### config.mk
export PLATFORM = sky130hd
export DESIGN_NAME = regulator_mode_unit_flat
export DESIGN_NICKNAME = d
export VERILOG_FILES = /design/src/include/regulator_pkg.sv /design/src/include/regulator_link.sv /design/src/verilog/regulator_mode_unit.sv /design/src/flat_wrapper.sv
export SDC_FILE = /design/constraint.sdc
export NUM_CORES = 1
export LEC_CHECK = 0
export BUFFER_PORTS_ARGS = -buffer_cell sky130_fd_sc_hd__buf_2
export CAP_MARGIN = 5
export CORE_ASPECT_RATIO = 1.1
export CORE_MARGIN = 5
export CORE_UTILIZATION = 60
export CTS_BUF_LIST = sky130_fd_sc_hd__clkbuf_16
export CTS_CLUSTER_DIAMETER = 60
export DETAILED_ROUTE_END_ITERATION = 10
export PLACE_DENSITY = 0.81
export RECOVER_POWER = 100
export SETUP_SLACK_MARGIN = 0.1
export SLEW_MARGIN = 20
export SYNTH_ARGS = -nofsm -noshare
export SYNTH_HDL_FRONTEND = slang
export SYNTH_SLANG_ARGS = --single-unit
### constraint.sdc
create_clock -name aclk -period 3.6 [get_ports aclk]
set_input_delay 0.36 -clock aclk [delete_from_list [all_inputs] [get_ports aclk]]
set_output_delay 0.36 -clock aclk [all_outputs]
set_load 0.005 [all_outputs]
### src/include/regulator_pkg.sv
package regulator_pkg;

    // ****************************************************************
    // Protection key and mode codes.
    // ****************************************************************
    localparam logic [15:0] KEY_UNLOCK = 16'h0096;
    localparam logic [15:0] KEY_RESET = 16'h0000;
    localparam logic [2:0] MODE_AUTO = 3'h0;
    localparam logic [2:0] MODE_NORMAL = 3'h2;
    localparam logic [2:0] MODE_ECONOMY = 3'h3;
    localparam logic [2:0] MODE_SUPER = 3'h5;
    localparam logic [2:0] MODE_RESET = 3'h0;
    localparam logic [1:0] DIV_RESET = 2'h0;

    // ****************************************************************
    // Link write targets.
    // ****************************************************************
    localparam logic [1:0] SEL_PROTECT = 2'h0;
    localparam logic [1:0] SEL_CONTROL = 2'h1;
    localparam logic [1:0] SEL_TIMING = 2'h2;

    // ****************************************************************
    // Timing in microseconds and cycles at a 50 MHz clock.
    // ****************************************************************
    localparam int CLK_MHZ = 50;
    localparam int STOP_WAIT_US = 1000;
    localparam int EXIT_WAIT_US = 10000;
    localparam int STOP_WAIT_CYCLES = STOP_WAIT_US * CLK_MHZ;
    localparam int EXIT_WAIT_CYCLES = EXIT_WAIT_US * CLK_MHZ;
    localparam int COUNT_W = 20;

    // ****************************************************************
    // Controller register offsets, bit positions and answers.
    // ****************************************************************
    localparam logic [5:0] OFS_KEY = 6'h00;
    localparam logic [5:0] OFS_MODE = 6'h04;
    localparam logic [5:0] OFS_DIV = 6'h08;
    localparam logic [5:0] OFS_STATUS = 6'h0C;
    localparam logic [5:0] OFS_IRQ_STATUS = 6'h10;
    localparam logic [5:0] OFS_IRQ_MASK = 6'h14;
    localparam int BIT_DONE = 0;
    localparam int BIT_REFUSED = 1;
    localparam logic [1:0] IRQ_RESET = 2'h0;
    localparam logic [1:0] RESP_OKAY = 2'h0;
    localparam logic [1:0] RESP_SLVERR = 2'h2;

    // Pending automatic transition.
    typedef enum logic [1:0] {WAIT_NONE, WAIT_STOP, WAIT_SLEEP} wait_e;

    // Codes in which the regulator runs its reduced drive setting.
    function automatic logic mode_is_light(input logic [2:0] code);
        mode_is_light = (code == MODE_ECONOMY) || (code == MODE_SUPER);
    endfunction : mode_is_light

endpackage : regulator_pkg

### src/include/regulator_link.sv
`timescale 1ns/1ps
`default_nettype none
// Register write path from controller to regulator, plus status back.
interface regulator_link;
    logic wr_valid;
    logic [1:0] wr_sel;
    logic [15:0] wr_data;
    logic [2:0] regulator_mode_sel;
    logic [1:0] pump_clock_divider;
    logic unlocked;
    logic economy;
    logic mode_done_flag;

    modport device (
        input wr_valid, wr_sel, wr_data,
        output regulator_mode_sel, pump_clock_divider, unlocked, economy, mode_done_flag
    );
    modport controller (
        output wr_valid, wr_sel, wr_data,
        input regulator_mode_sel, pump_clock_divider, unlocked, economy, mode_done_flag
    );
endinterface : regulator_link
`default_nettype wire

### src/verilog/regulator_mode_unit.sv
// Chosen here: the AXI4-Lite slave port and the placing of the registers.
`timescale 1ns/1ps
`default_nettype none
module regulator_mode_unit
    import regulator_pkg::*;
#(
    parameter int STOP_WAIT = STOP_WAIT_CYCLES,
    parameter int EXIT_WAIT = EXIT_WAIT_CYCLES
)
(
    input wire logic aclk,
    input wire logic aresetn,
    regulator_link.device link,
    input wire logic fast_clock_running,
    input wire logic sleep_entry,
    input wire logic sleep_keep_lowspeed,
    input wire logic cpu_wake,
    input wire logic lowspeed_crystal_clock,
    output logic economy_active,
    output logic pump_enable,
    output logic pump_clock
);

    // ****************************************************************
    // Wait lengths cut to the counter width.
    // ****************************************************************
    localparam logic [COUNT_W-1:0] STOP_LAST = COUNT_W'(STOP_WAIT - 1);
    localparam logic [COUNT_W-1:0] EXIT_LAST = COUNT_W'(EXIT_WAIT - 1);
    localparam logic [COUNT_W-1:0] COUNT_ZERO = '0;

    typedef struct packed {
        logic [15:0] protect_key;
        logic [2:0] mode;
        logic [1:0] divider;
        logic economy;
        logic in_sleep;
        wait_e waiting;
        logic [COUNT_W-1:0] count;
        logic exit_busy;
        logic [COUNT_W-1:0] exit_count;
        logic done;
        logic lowspeed_q;
        logic [3:0] pump_count;
        logic pump_clk;
        logic pump_on;
    } dev_s;

    dev_s state;
    dev_s next_state;
    logic [3:0] pump_last;
    logic auto_mode;

    // Pump half period in lowspeed edges: 1, 2, 4 or 8.
    assign pump_last = 4'((4'h1 << state.divider) - 4'h1);
    assign auto_mode = (state.mode == MODE_AUTO);

    // ****************************************************************
    // Next state.
    // ****************************************************************
    // Priority: writes, wake, sleep entry, clock tracking, timers.
    always_comb
    begin
        next_state = state;
        next_state.done = 1'b0;
        next_state.lowspeed_q = lowspeed_crystal_clock;

        // Software writes over the link; the key register is always open.
        if (link.wr_valid)
        begin
            if (link.wr_sel == SEL_PROTECT)
            begin
                next_state.protect_key = link.wr_data;
            end
            else if (state.protect_key == KEY_UNLOCK)
            begin
                if (link.wr_sel == SEL_TIMING)
                begin
                    next_state.divider = link.wr_data[1:0];
                end
                else if (link.wr_sel == SEL_CONTROL)
                begin
                    next_state.mode = link.wr_data[2:0];
                    next_state.waiting = WAIT_NONE;
                    next_state.count = COUNT_ZERO;
                    case (link.wr_data[2:0])
                        MODE_NORMAL:
                        begin
                            next_state.economy = 1'b0;
                        end
                        MODE_ECONOMY:
                        begin
                            next_state.economy = 1'b1;
                        end
                        MODE_SUPER:
                        begin
                            next_state.economy = 1'b1;
                        end
                        MODE_AUTO:
                        begin
                            // Automatic starts at the drive the clocks need.
                            next_state.economy = ~fast_clock_running;
                        end
                        default:
                        begin
                            next_state.economy = state.economy;
                        end
                    endcase
                    // Leaving the pump for automatic or economy starts the settling timer.
                    if ((state.mode == MODE_SUPER) &&
                        ((link.wr_data[2:0] == MODE_AUTO) ||
                         (link.wr_data[2:0] == MODE_ECONOMY)))
                    begin
                        next_state.exit_busy = 1'b1;
                        next_state.exit_count = COUNT_ZERO;
                    end
                end
            end
        end
        // Automatic transitions, held off while any link write lands.
        else if (auto_mode)
        begin
            if (cpu_wake && state.in_sleep)
            begin
                next_state.in_sleep = 1'b0;
                next_state.waiting = WAIT_NONE;
                next_state.economy = ~fast_clock_running;
            end
            else if (sleep_entry && !state.in_sleep)
            begin
                next_state.in_sleep = 1'b1;
                if (!state.economy && !fast_clock_running)
                begin
                    if (sleep_keep_lowspeed)
                    begin
                        next_state.waiting = WAIT_SLEEP;
                        next_state.count = COUNT_ZERO;
                    end
                    else
                    begin
                        next_state.economy = 1'b1;
                        next_state.waiting = WAIT_NONE;
                    end
                end
            end
            else if (fast_clock_running)
            begin
                // A fast source gets full drive at the first clock edge that sees it.
                next_state.economy = 1'b0;
                next_state.waiting = WAIT_NONE;
            end
            else if (!state.economy)
            begin
                case (state.waiting)
                    WAIT_NONE:
                    begin
                        next_state.waiting = WAIT_STOP;
                        next_state.count = COUNT_ZERO;
                    end
                    WAIT_STOP, WAIT_SLEEP:
                    begin
                        if (state.count == STOP_LAST)
                        begin
                            next_state.economy = 1'b1;
                            next_state.done = 1'b1;
                            next_state.waiting = WAIT_NONE;
                        end
                        else
                        begin
                            next_state.count = COUNT_W'(state.count + 1'b1);
                        end
                    end
                    default:
                    begin
                        next_state.waiting = WAIT_NONE;
                    end
                endcase
            end
        end
        else
        begin
            // Fixed modes only track sleep so a later automatic wake is right.
            if (cpu_wake)
            begin
                next_state.in_sleep = 1'b0;
            end
            else if (sleep_entry)
            begin
                next_state.in_sleep = 1'b1;
            end
        end

        // Settling timer after leaving the pump, in any mode.
        if (state.exit_busy && !(link.wr_valid && next_state.exit_busy &&
            state.mode == MODE_SUPER))
        begin
            if (state.exit_count == EXIT_LAST)
            begin
                next_state.exit_busy = 1'b0;
                next_state.done = 1'b1;
            end
            else
            begin
                next_state.exit_count = COUNT_W'(state.exit_count + 1'b1);
            end
        end

        // Pump clock comes only from lowspeed edges.
        next_state.pump_on = (next_state.mode == MODE_SUPER);
        if (!state.pump_on)
        begin
            next_state.pump_count = 4'h0;
            next_state.pump_clk = 1'b0;
        end
        else if (lowspeed_crystal_clock && !state.lowspeed_q)
        begin
            if (state.pump_count >= pump_last)
            begin
                next_state.pump_count = 4'h0;
                next_state.pump_clk = ~state.pump_clk;
            end
            else
            begin
                next_state.pump_count = 4'(state.pump_count + 4'h1);
            end
        end
    end

    // ****************************************************************
    // State register.
    // ****************************************************************
    always_ff @(posedge aclk)
    begin
        if (!aresetn)
        begin
            state.protect_key <= KEY_RESET;
            state.mode <= MODE_RESET;
            state.divider <= DIV_RESET;
            state.economy <= 1'b0;
            state.in_sleep <= 1'b0;
            state.waiting <= WAIT_NONE;
            state.count <= COUNT_ZERO;
            state.exit_busy <= 1'b0;
            state.exit_count <= COUNT_ZERO;
            state.done <= 1'b0;
            state.lowspeed_q <= 1'b0;
            state.pump_count <= 4'h0;
            state.pump_clk <= 1'b0;
            state.pump_on <= 1'b0;
        end
        else
        begin
            state <= next_state;
        end
    end

    // ****************************************************************
    // Outputs, all from flip-flops except unlocked, a compare on protect_key.
    // ****************************************************************
    // The economy request is a level the analog side follows directly.
    assign economy_active = state.economy;
    assign pump_enable = state.pump_on;
    assign pump_clock = state.pump_clk;
    assign link.regulator_mode_sel = state.mode;
    assign link.pump_clock_divider = state.divider;
    assign link.unlocked = (state.protect_key == KEY_UNLOCK);
    assign link.economy = state.economy;
    assign link.mode_done_flag = state.done;

endmodule : regulator_mode_unit
`default_nettype wire

### src/flat_wrapper.sv
// flat-port wrapper written by rule: the top's interface ports become plain ports
module regulator_mode_unit_flat import regulator_pkg::*;
#(
    parameter int STOP_WAIT = STOP_WAIT_CYCLES,
    parameter int EXIT_WAIT = EXIT_WAIT_CYCLES
)
  (aclk, aresetn, fast_clock_running, sleep_entry, sleep_keep_lowspeed, cpu_wake, lowspeed_crystal_clock, economy_active, pump_enable, pump_clock, link_wr_valid, link_wr_sel, link_wr_data, link_regulator_mode_sel, link_pump_clock_divider, link_unlocked, link_economy, link_mode_done_flag);
  regulator_link link_i ();
  input wire logic aclk;
  input wire logic aresetn;
  input wire logic fast_clock_running;
  input wire logic sleep_entry;
  input wire logic sleep_keep_lowspeed;
  input wire logic cpu_wake;
  input wire logic lowspeed_crystal_clock;
  output logic economy_active;
  output logic pump_enable;
  output logic pump_clock;
  input wire logic [$bits(link_i.wr_valid)-1:0] link_wr_valid;
  input wire logic [$bits(link_i.wr_sel)-1:0] link_wr_sel;
  input wire logic [$bits(link_i.wr_data)-1:0] link_wr_data;
  output wire logic [$bits(link_i.regulator_mode_sel)-1:0] link_regulator_mode_sel;
  output wire logic [$bits(link_i.pump_clock_divider)-1:0] link_pump_clock_divider;
  output wire logic [$bits(link_i.unlocked)-1:0] link_unlocked;
  output wire logic [$bits(link_i.economy)-1:0] link_economy;
  output wire logic [$bits(link_i.mode_done_flag)-1:0] link_mode_done_flag;
  assign link_i.wr_valid = link_wr_valid;
  assign link_i.wr_sel = link_wr_sel;
  assign link_i.wr_data = link_wr_data;
  assign link_regulator_mode_sel = link_i.regulator_mode_sel;
  assign link_pump_clock_divider = link_i.pump_clock_divider;
  assign link_unlocked = link_i.unlocked;
  assign link_economy = link_i.economy;
  assign link_mode_done_flag = link_i.mode_done_flag;
  regulator_mode_unit #(.STOP_WAIT(STOP_WAIT), .EXIT_WAIT(EXIT_WAIT)) u_core (.aclk(aclk), .aresetn(aresetn), .link(link_i), .fast_clock_running(fast_clock_running), .sleep_entry(sleep_entry), .sleep_keep_lowspeed(sleep_keep_lowspeed), .cpu_wake(cpu_wake), .lowspeed_crystal_clock(lowspeed_crystal_clock), .economy_active(economy_active), .pump_enable(pump_enable), .pump_clock(pump_clock));
endmodule
* Word level (Yosys, flattened, before mapping)
Index checks and enable logic that the tools add are counted.
** Word-level totals
- Bits in registers :: 74
- Logic and storage cells :: 137
- Bits of input ports :: 26
- Output and inout port bits :: 11
** Cells by class
- Shift-type cells :: 1
- Multiplexer cells :: 54
- $add $sub $neg :: 4
- Equality and inequality tests :: 28
- Magnitude comparators :: 1
- Reductions and logical operators :: 31
- Bitwise logic cells :: 4
** Operators by type and width (count)
- 43-bit 2-to-1 mux :: 4
- 22-bit 2-to-1 mux :: 6
- 20-bit 2-to-1 mux :: 5
- 21-bit 2-to-1 mux :: 2
- 20-bit by 1-bit adder with 20-bit output (second input constant) :: 2
- 20-bit case mux with 2 select lines :: 1
- 1-bit 2-to-1 mux :: 23
- 20-bit by 16-bit == test with 1-bit output (second input constant) :: 1
- 20-bit by 19-bit == test with 1-bit output (second input constant) :: 1
- 16-bit by 8-bit == test with 1-bit output (second input constant) :: 1
- 8-bit AND reduction :: 2
- 6-bit 2-to-1 mux :: 2
- 3-bit != test (second input constant) :: 4
- 4-bit by 3-bit != test with 1-bit output (second input constant) :: 3
- 12-bit AND reduction :: 1
- 3-bit == test (second input constant) :: 3
- 1-bit logical AND :: 8
- 2-bit 2-to-1 mux :: 4
- 4-bit 2-to-1 mux :: 2
- 3-bit by 2-bit == test with 1-bit output (second input constant) :: 2
- 3-bit logical NOT :: 2
- 3-bit 2-to-1 mux :: 2
- 2-bit != test (second input constant) :: 3
- 6-bit by 3-bit != test with 1-bit output (second input constant) :: 1
- 24 further kinds :: 38

* Logic depth before layout (Yosys ltp)
- Depth in word-level cells :: 14
- Mapped depth :: 9
- Depth with buffers taken out :: 8

* Least setup slack after synthesis
Ideal clock, no wire load.
- Path type :: reg2reg
- Start point :: register u_core.state[66] (netlist name)
- End point :: register, netlist name u_core.economy_active
- Buffers on the path :: 1
- Data required time :: 3484 ps
- Data arrival time :: 1950 ps
- Setup time :: 116 ps
- Slack :: 1534 ps
- Stages on the path, launching flop included :: 8
- Period minus slack after synthesis :: 2066 ps
- Cell sequence :: dfxtp_1 nor4_2 nand4_2 or2_1 buf_6 a221o_1 or3_1 o211a_1
** Between the ends
- Word-level cells in the longest chain between the ends :: 3
** RTL lines
- start: declaration :: line regulator_mode_unit.sv:48 : dev_s state;
- start signal: assignment :: line regulator_mode_unit.sv:252 : state <= next_state;
- 16-bit by 8-bit == test with 1-bit output :: line regulator_mode_unit.sv:74 : else if (state.protect_key == KEY_UNLOCK)
- 2-bit by 1-bit != test with 1-bit output (no line)
- 8-bit AND reduction (no line)
Every way passes these cells.
A chain may end at the register's enable or synchronous reset.

* Worst setup path in the final report
- Start point :: register u_core.state[49] (netlist name)
- End point :: register u_core.state[30] (netlist name)
** Between the ends
- Word-level cells in the longest chain between the ends :: 9
- Elaborated cells on any way between the ends :: 14
- Those cells by class :: eq/ne (3); mux (7); reduce/logical (4)
** RTL lines
- 2-bit by 1-bit == test with 1-bit output or 2-bit == test (tied branches) :: line regulator_mode_unit.sv:153 : case (state.waiting)
- 2-bit OR reduction :: line regulator_mode_unit.sv:153
- 20-bit case mux with 2 select lines :: line regulator_mode_unit.sv:153
- 22-bit 2-to-1 mux :: line regulator_mode_unit.sv:151 : else if (!state.economy)
- 20-bit 2-to-1 mux :: line regulator_mode_unit.sv:145 : else if (fast_clock_running)
- 22-bit 2-to-1 mux :: line regulator_mode_unit.sv:128 : else if (sleep_entry && !state.in_sleep)
- 20-bit 2-to-1 mux :: line regulator_mode_unit.sv:122 : if (cpu_wake && state.in_sleep)
- 22-bit 2-to-1 mux :: line regulator_mode_unit.sv:120 : else if (auto_mode)
- 22-bit 2-to-1 mux :: line regulator_mode_unit.sv:68 : if (link.wr_valid)
Parallel ways exist; a longest one is shown, timed or not. The select of a mux whose other input is x is not followed.

==> summary.md <==
| Metric | Value |
|---|---|
| Required time of the critical path | 3.85 ns |
| Maximum vdd drop | 0.355 mV |
| Number of routed nets with antenna violations | 0 |
| Share of layout cells above drive strength 1 | roughly 15% |
| Chip Height | about 94 um |
| Max FO, Critical Path | 10 |
| Post-synth EDFFs | 0 |
| Vias per cell | 5.68 |
| H-tree lvl count | 3 |
| Syn_nets | 475 |
| Setup Viol. Count Final | 0 |
| NetSw | 0.399 mW |
| CTS tree | yes |
| Tot Pwr | 1.87 mW |
| Final hold vios | 0 |
| Top_reg_cell synth | dfxtp_1 |
| Slowest CP cell | a2bb2oi_1 |
| Number of global-route vias before repair | 3078 |
| CTS Hold Bufs | 0 |
| Largest net degree at the start of global routing | 39 |
| Synth async-reset ratio | 0% |
| Global-route wire length before repair | approximately 14000 um |
| Crit start category | register |
| Combinational group share of total power | 5.9% |
| Final WL | between 7000 and 8000 um |
| Largest area contributor in the netlist | dfxtp_1 |
| R2R depth | 8 |
| Total clock sinks | 74 |
| Internal power | 1.47 mW |
| Post-CTS Setup Bufs | 0 |
| Starting Density | 62.0% |
| DR WL/cell | 14.1 um |
| Global route total overflow | 0 |
| Sequential share of the synthesized area | a little under two fifths |
| Worst Tran Pin Value | 1.35 ns |
| Slew Limit Fails | 0 |
| Post-route DRC violation count | 0 |
| Min-Delay Path Class | in -> reg |
| Fin nets | 505 |
| Delay-heaviest family, CP | compound AO/OA/AOI/OAI gates |
| Pwr per Cell Area | 434 nW/um^2 |
| FMAX | 0.354 GHz |
| Cells after synthesis | 442 |
| Vias | 3165 |
| Syn-to-layout area delta | 11.4% |
| Syn_area_per_cell | 8.75 sq um |
| Maximum buffer depth of the clock tree | 2 |
| Top-area cell type share of the netlist area | 38.3% |
| Endpoint type of the worst setup path | register |
| Final estimated routing congestion in global placement | 0.852 |
| # IOs | 37 |
| WP depth | 8 |
| Worst slew margin | between 10 and 15% |
| Die area | just over 8000 sq um |
| First drt pass iteration count | 5 |
| Post-CTS resize count | 0 |
| Yosys reg bits | 74 |
| Min cycle time layout | 2.83 ns |
| WP buf/inv | 2 |
| Clock-pin slew of the registers on the worst-case setup and hold paths | 0.05 ns |
| All-layer global routing usage | 21.0% |
| RSZ-0062 raised after global routing | false |
| Drt initial violations | 160 |
| Outcome | finished clean |
| Crit path kind | reg -> reg |
| Sw Ratio | between 20% and 30% |
| Skew-Pair Late Insertion Delay | 0.33 ns |
| Synth warn | 0 |
| Utilization after layout | 69.1% |
| # rows | 30 |
| Clock power frac | between 40% and 50% |
| Final worst path period share | 78.5% |
| # port buffers | 36 |
| Post-Syn Area | slightly below 4000 sq um |
| Placed cells | 541 |
| Final clock skew | 0.00377 ns |
| Layout Cells excl Fill | 557 |
| Post-route setup slack | between 0.7 and 0.8 ns |
| Synth top area cells | dfxtp_1 (38%), nand2_1 (5.4%), xor2_1 (4.3%) |
| TNS Setup | 0 ns |
| Sequential Power Share | roughly 45% |
| Largest stage delay on the critical path | 0.70 ns |
| LEAKAGE | 1.55 nW |
| Post-synth cell types | 61 |
| Total CTS buffers | 9 |
| Width of the die | a little under 90 um |
| Crit-path cells | inv_1, ha_1, nor3_1, o32ai_1, a2bb2oi_1, o21ai_1, buf_4, a21oi_1 |
| Hold Path Cell Cnt | 2 |
| Initial antenna violation count | 0 |
| Antenna diodes | 0 |
| Post-synth top cells | dfxtp_1 (74), nand2_1 (56), nor2_1 (43) |
| Final HPWL DP | between 5000 and 6000 um |
| Core ar. | 6230 sq um |
| Post-Place Worst Slack | 1.20 ns |
| CP arrival | 3.08 ns |
| Count leader, synth | dfxtp_1 |
| Clk root buf | clkbuf_16 |
| Max-cap viol count | 0 |
layout make-up:
type                            instances  area [sq um]
Fill cell                             490          1920
Multi-Input combinational cell        335          2170
Inverter                               11          41.3
Sequential cell                        74          1480
Clock buffer                            9           225
Timing Repair Buffer                   41           206
Tap cell                               80           100
Clock inverter                          7          85.1
sequential cells by signal, summed over array words and instances, names as in the netlist:
signal                          count
u_core.link.mode_done_flag          1
u_core.pump_clock                   1
u_core.pump_enable                  1
u_core.link.regulator_mode_sel      3
u_core.state                       65
u_core.economy_active               1
u_core.link.pump_clock_divider      2
worst register-to-register path: cells and delay by family (launching register included):
family / cells / cell delay [ns]
AOI/OAI and AO/OA: 4 / 1.45
buffers and inverters: 2 / 0.42
adders and majority gates: 1 / 0.36
DFF: 1 / 0.33
and+or+nand+nor: 1 / 0.20
cell families after synthesis:
group | Yosys count | synth area share (%)
multiplexers | 10 | 2.59
XOR/XNOR | 37 | 8.38
adder cells (fa/ha/maj) | 7 | 2.27
AND/OR/NAND/NOR | 225 | 33.0
AO/OA/AOI/OAI | 56 | 10.9
flip-flops | 74 | 38.3
buffers and inverters | 33 | 4.50
per-stage QoR:
| stage | cell area, sq um | hold WS [ns] |
|---|---|---|
| after CTS | 4360 | 0.250 |
| final | 4310 | 0.256 |
| after global routing | 4310 | 0.268 |
| after floorplan | 3870 | 0.439 |
| after global placement | 4050 | 0.449 |
| after detailed placement | 4050 | 0.455 |
power by group through the flow:
stage          clock network (mW)  registers [mW]  logic (mW)
2_1_floorplan                   0           0.853      0.0805
3_3_place_gp                    0           0.856       0.110
3_5_place_dp                    0           0.857       0.113
4_1_cts                     0.942           0.839       0.114
5_1_grt                     0.981           0.840       0.122
6_report                    0.922           0.839       0.110
placed cells by master (no fill, tap or decap), types with 4 or more instances in the layout:
| master | netlist | routed |
|---|---|---|
| a21boi_0 | 16 | 16 |
| a21oi_1 | 9 | 9 |
| and2_1 | 6 | 6 |
| and3_1 | 6 | 6 |
| and4_1 | 4 | 4 |
| buf_2 | 3 | 30 |
| buf_4 | 8 | 4 |
| clkbuf_1 | 8 | 7 |
| clkbuf_16 | 0 | 9 |
| dfxtp_1 | 74 | 74 |
| ha_1 | 7 | 7 |
| inv_1 | 11 | 12 |
| mux2i_1 | 10 | 10 |
| nand2_1 | 56 | 56 |
| nand2b_1 | 8 | 8 |
| nand3_1 | 21 | 21 |
| nand4_1 | 14 | 15 |
| nor2_1 | 43 | 43 |
| nor2_2 | 6 | 6 |
| nor2b_1 | 12 | 13 |
| nor3_1 | 7 | 7 |
| nor3b_1 | 4 | 4 |
| nor4_1 | 6 | 9 |
| nor4_2 | 9 | 6 |
| nor4b_1 | 4 | 4 |
| o21ai_0 | 8 | 9 |
| xnor2_1 | 18 | 18 |
| xor2_1 | 19 | 19 |
path summary, 6_finish.rpt:
check                         start                to  slack, ns
min          lowspeed_crystal_clock   u_core.state[6]       0.26
min reg2reg        u_core.state[63]  u_core.state[63]       0.46
max reg2reg        u_core.state[49]  u_core.state[30]       0.77
max                u_core.state[49]  u_core.state[30]       0.77
layer usage:
layer / vias to the layer above / wire length [um] / track usage [%]
li1: 1608 / - / -
met1: 1487 / 3620 / 26.0
met2: 64 / 3820 / 35.4
met3: 6 / 329 / 4.74
met4: 0 / 52 / 7.66
met5: - / 0 / 0
No activity file was read; power rests on OpenSTA's default activity.
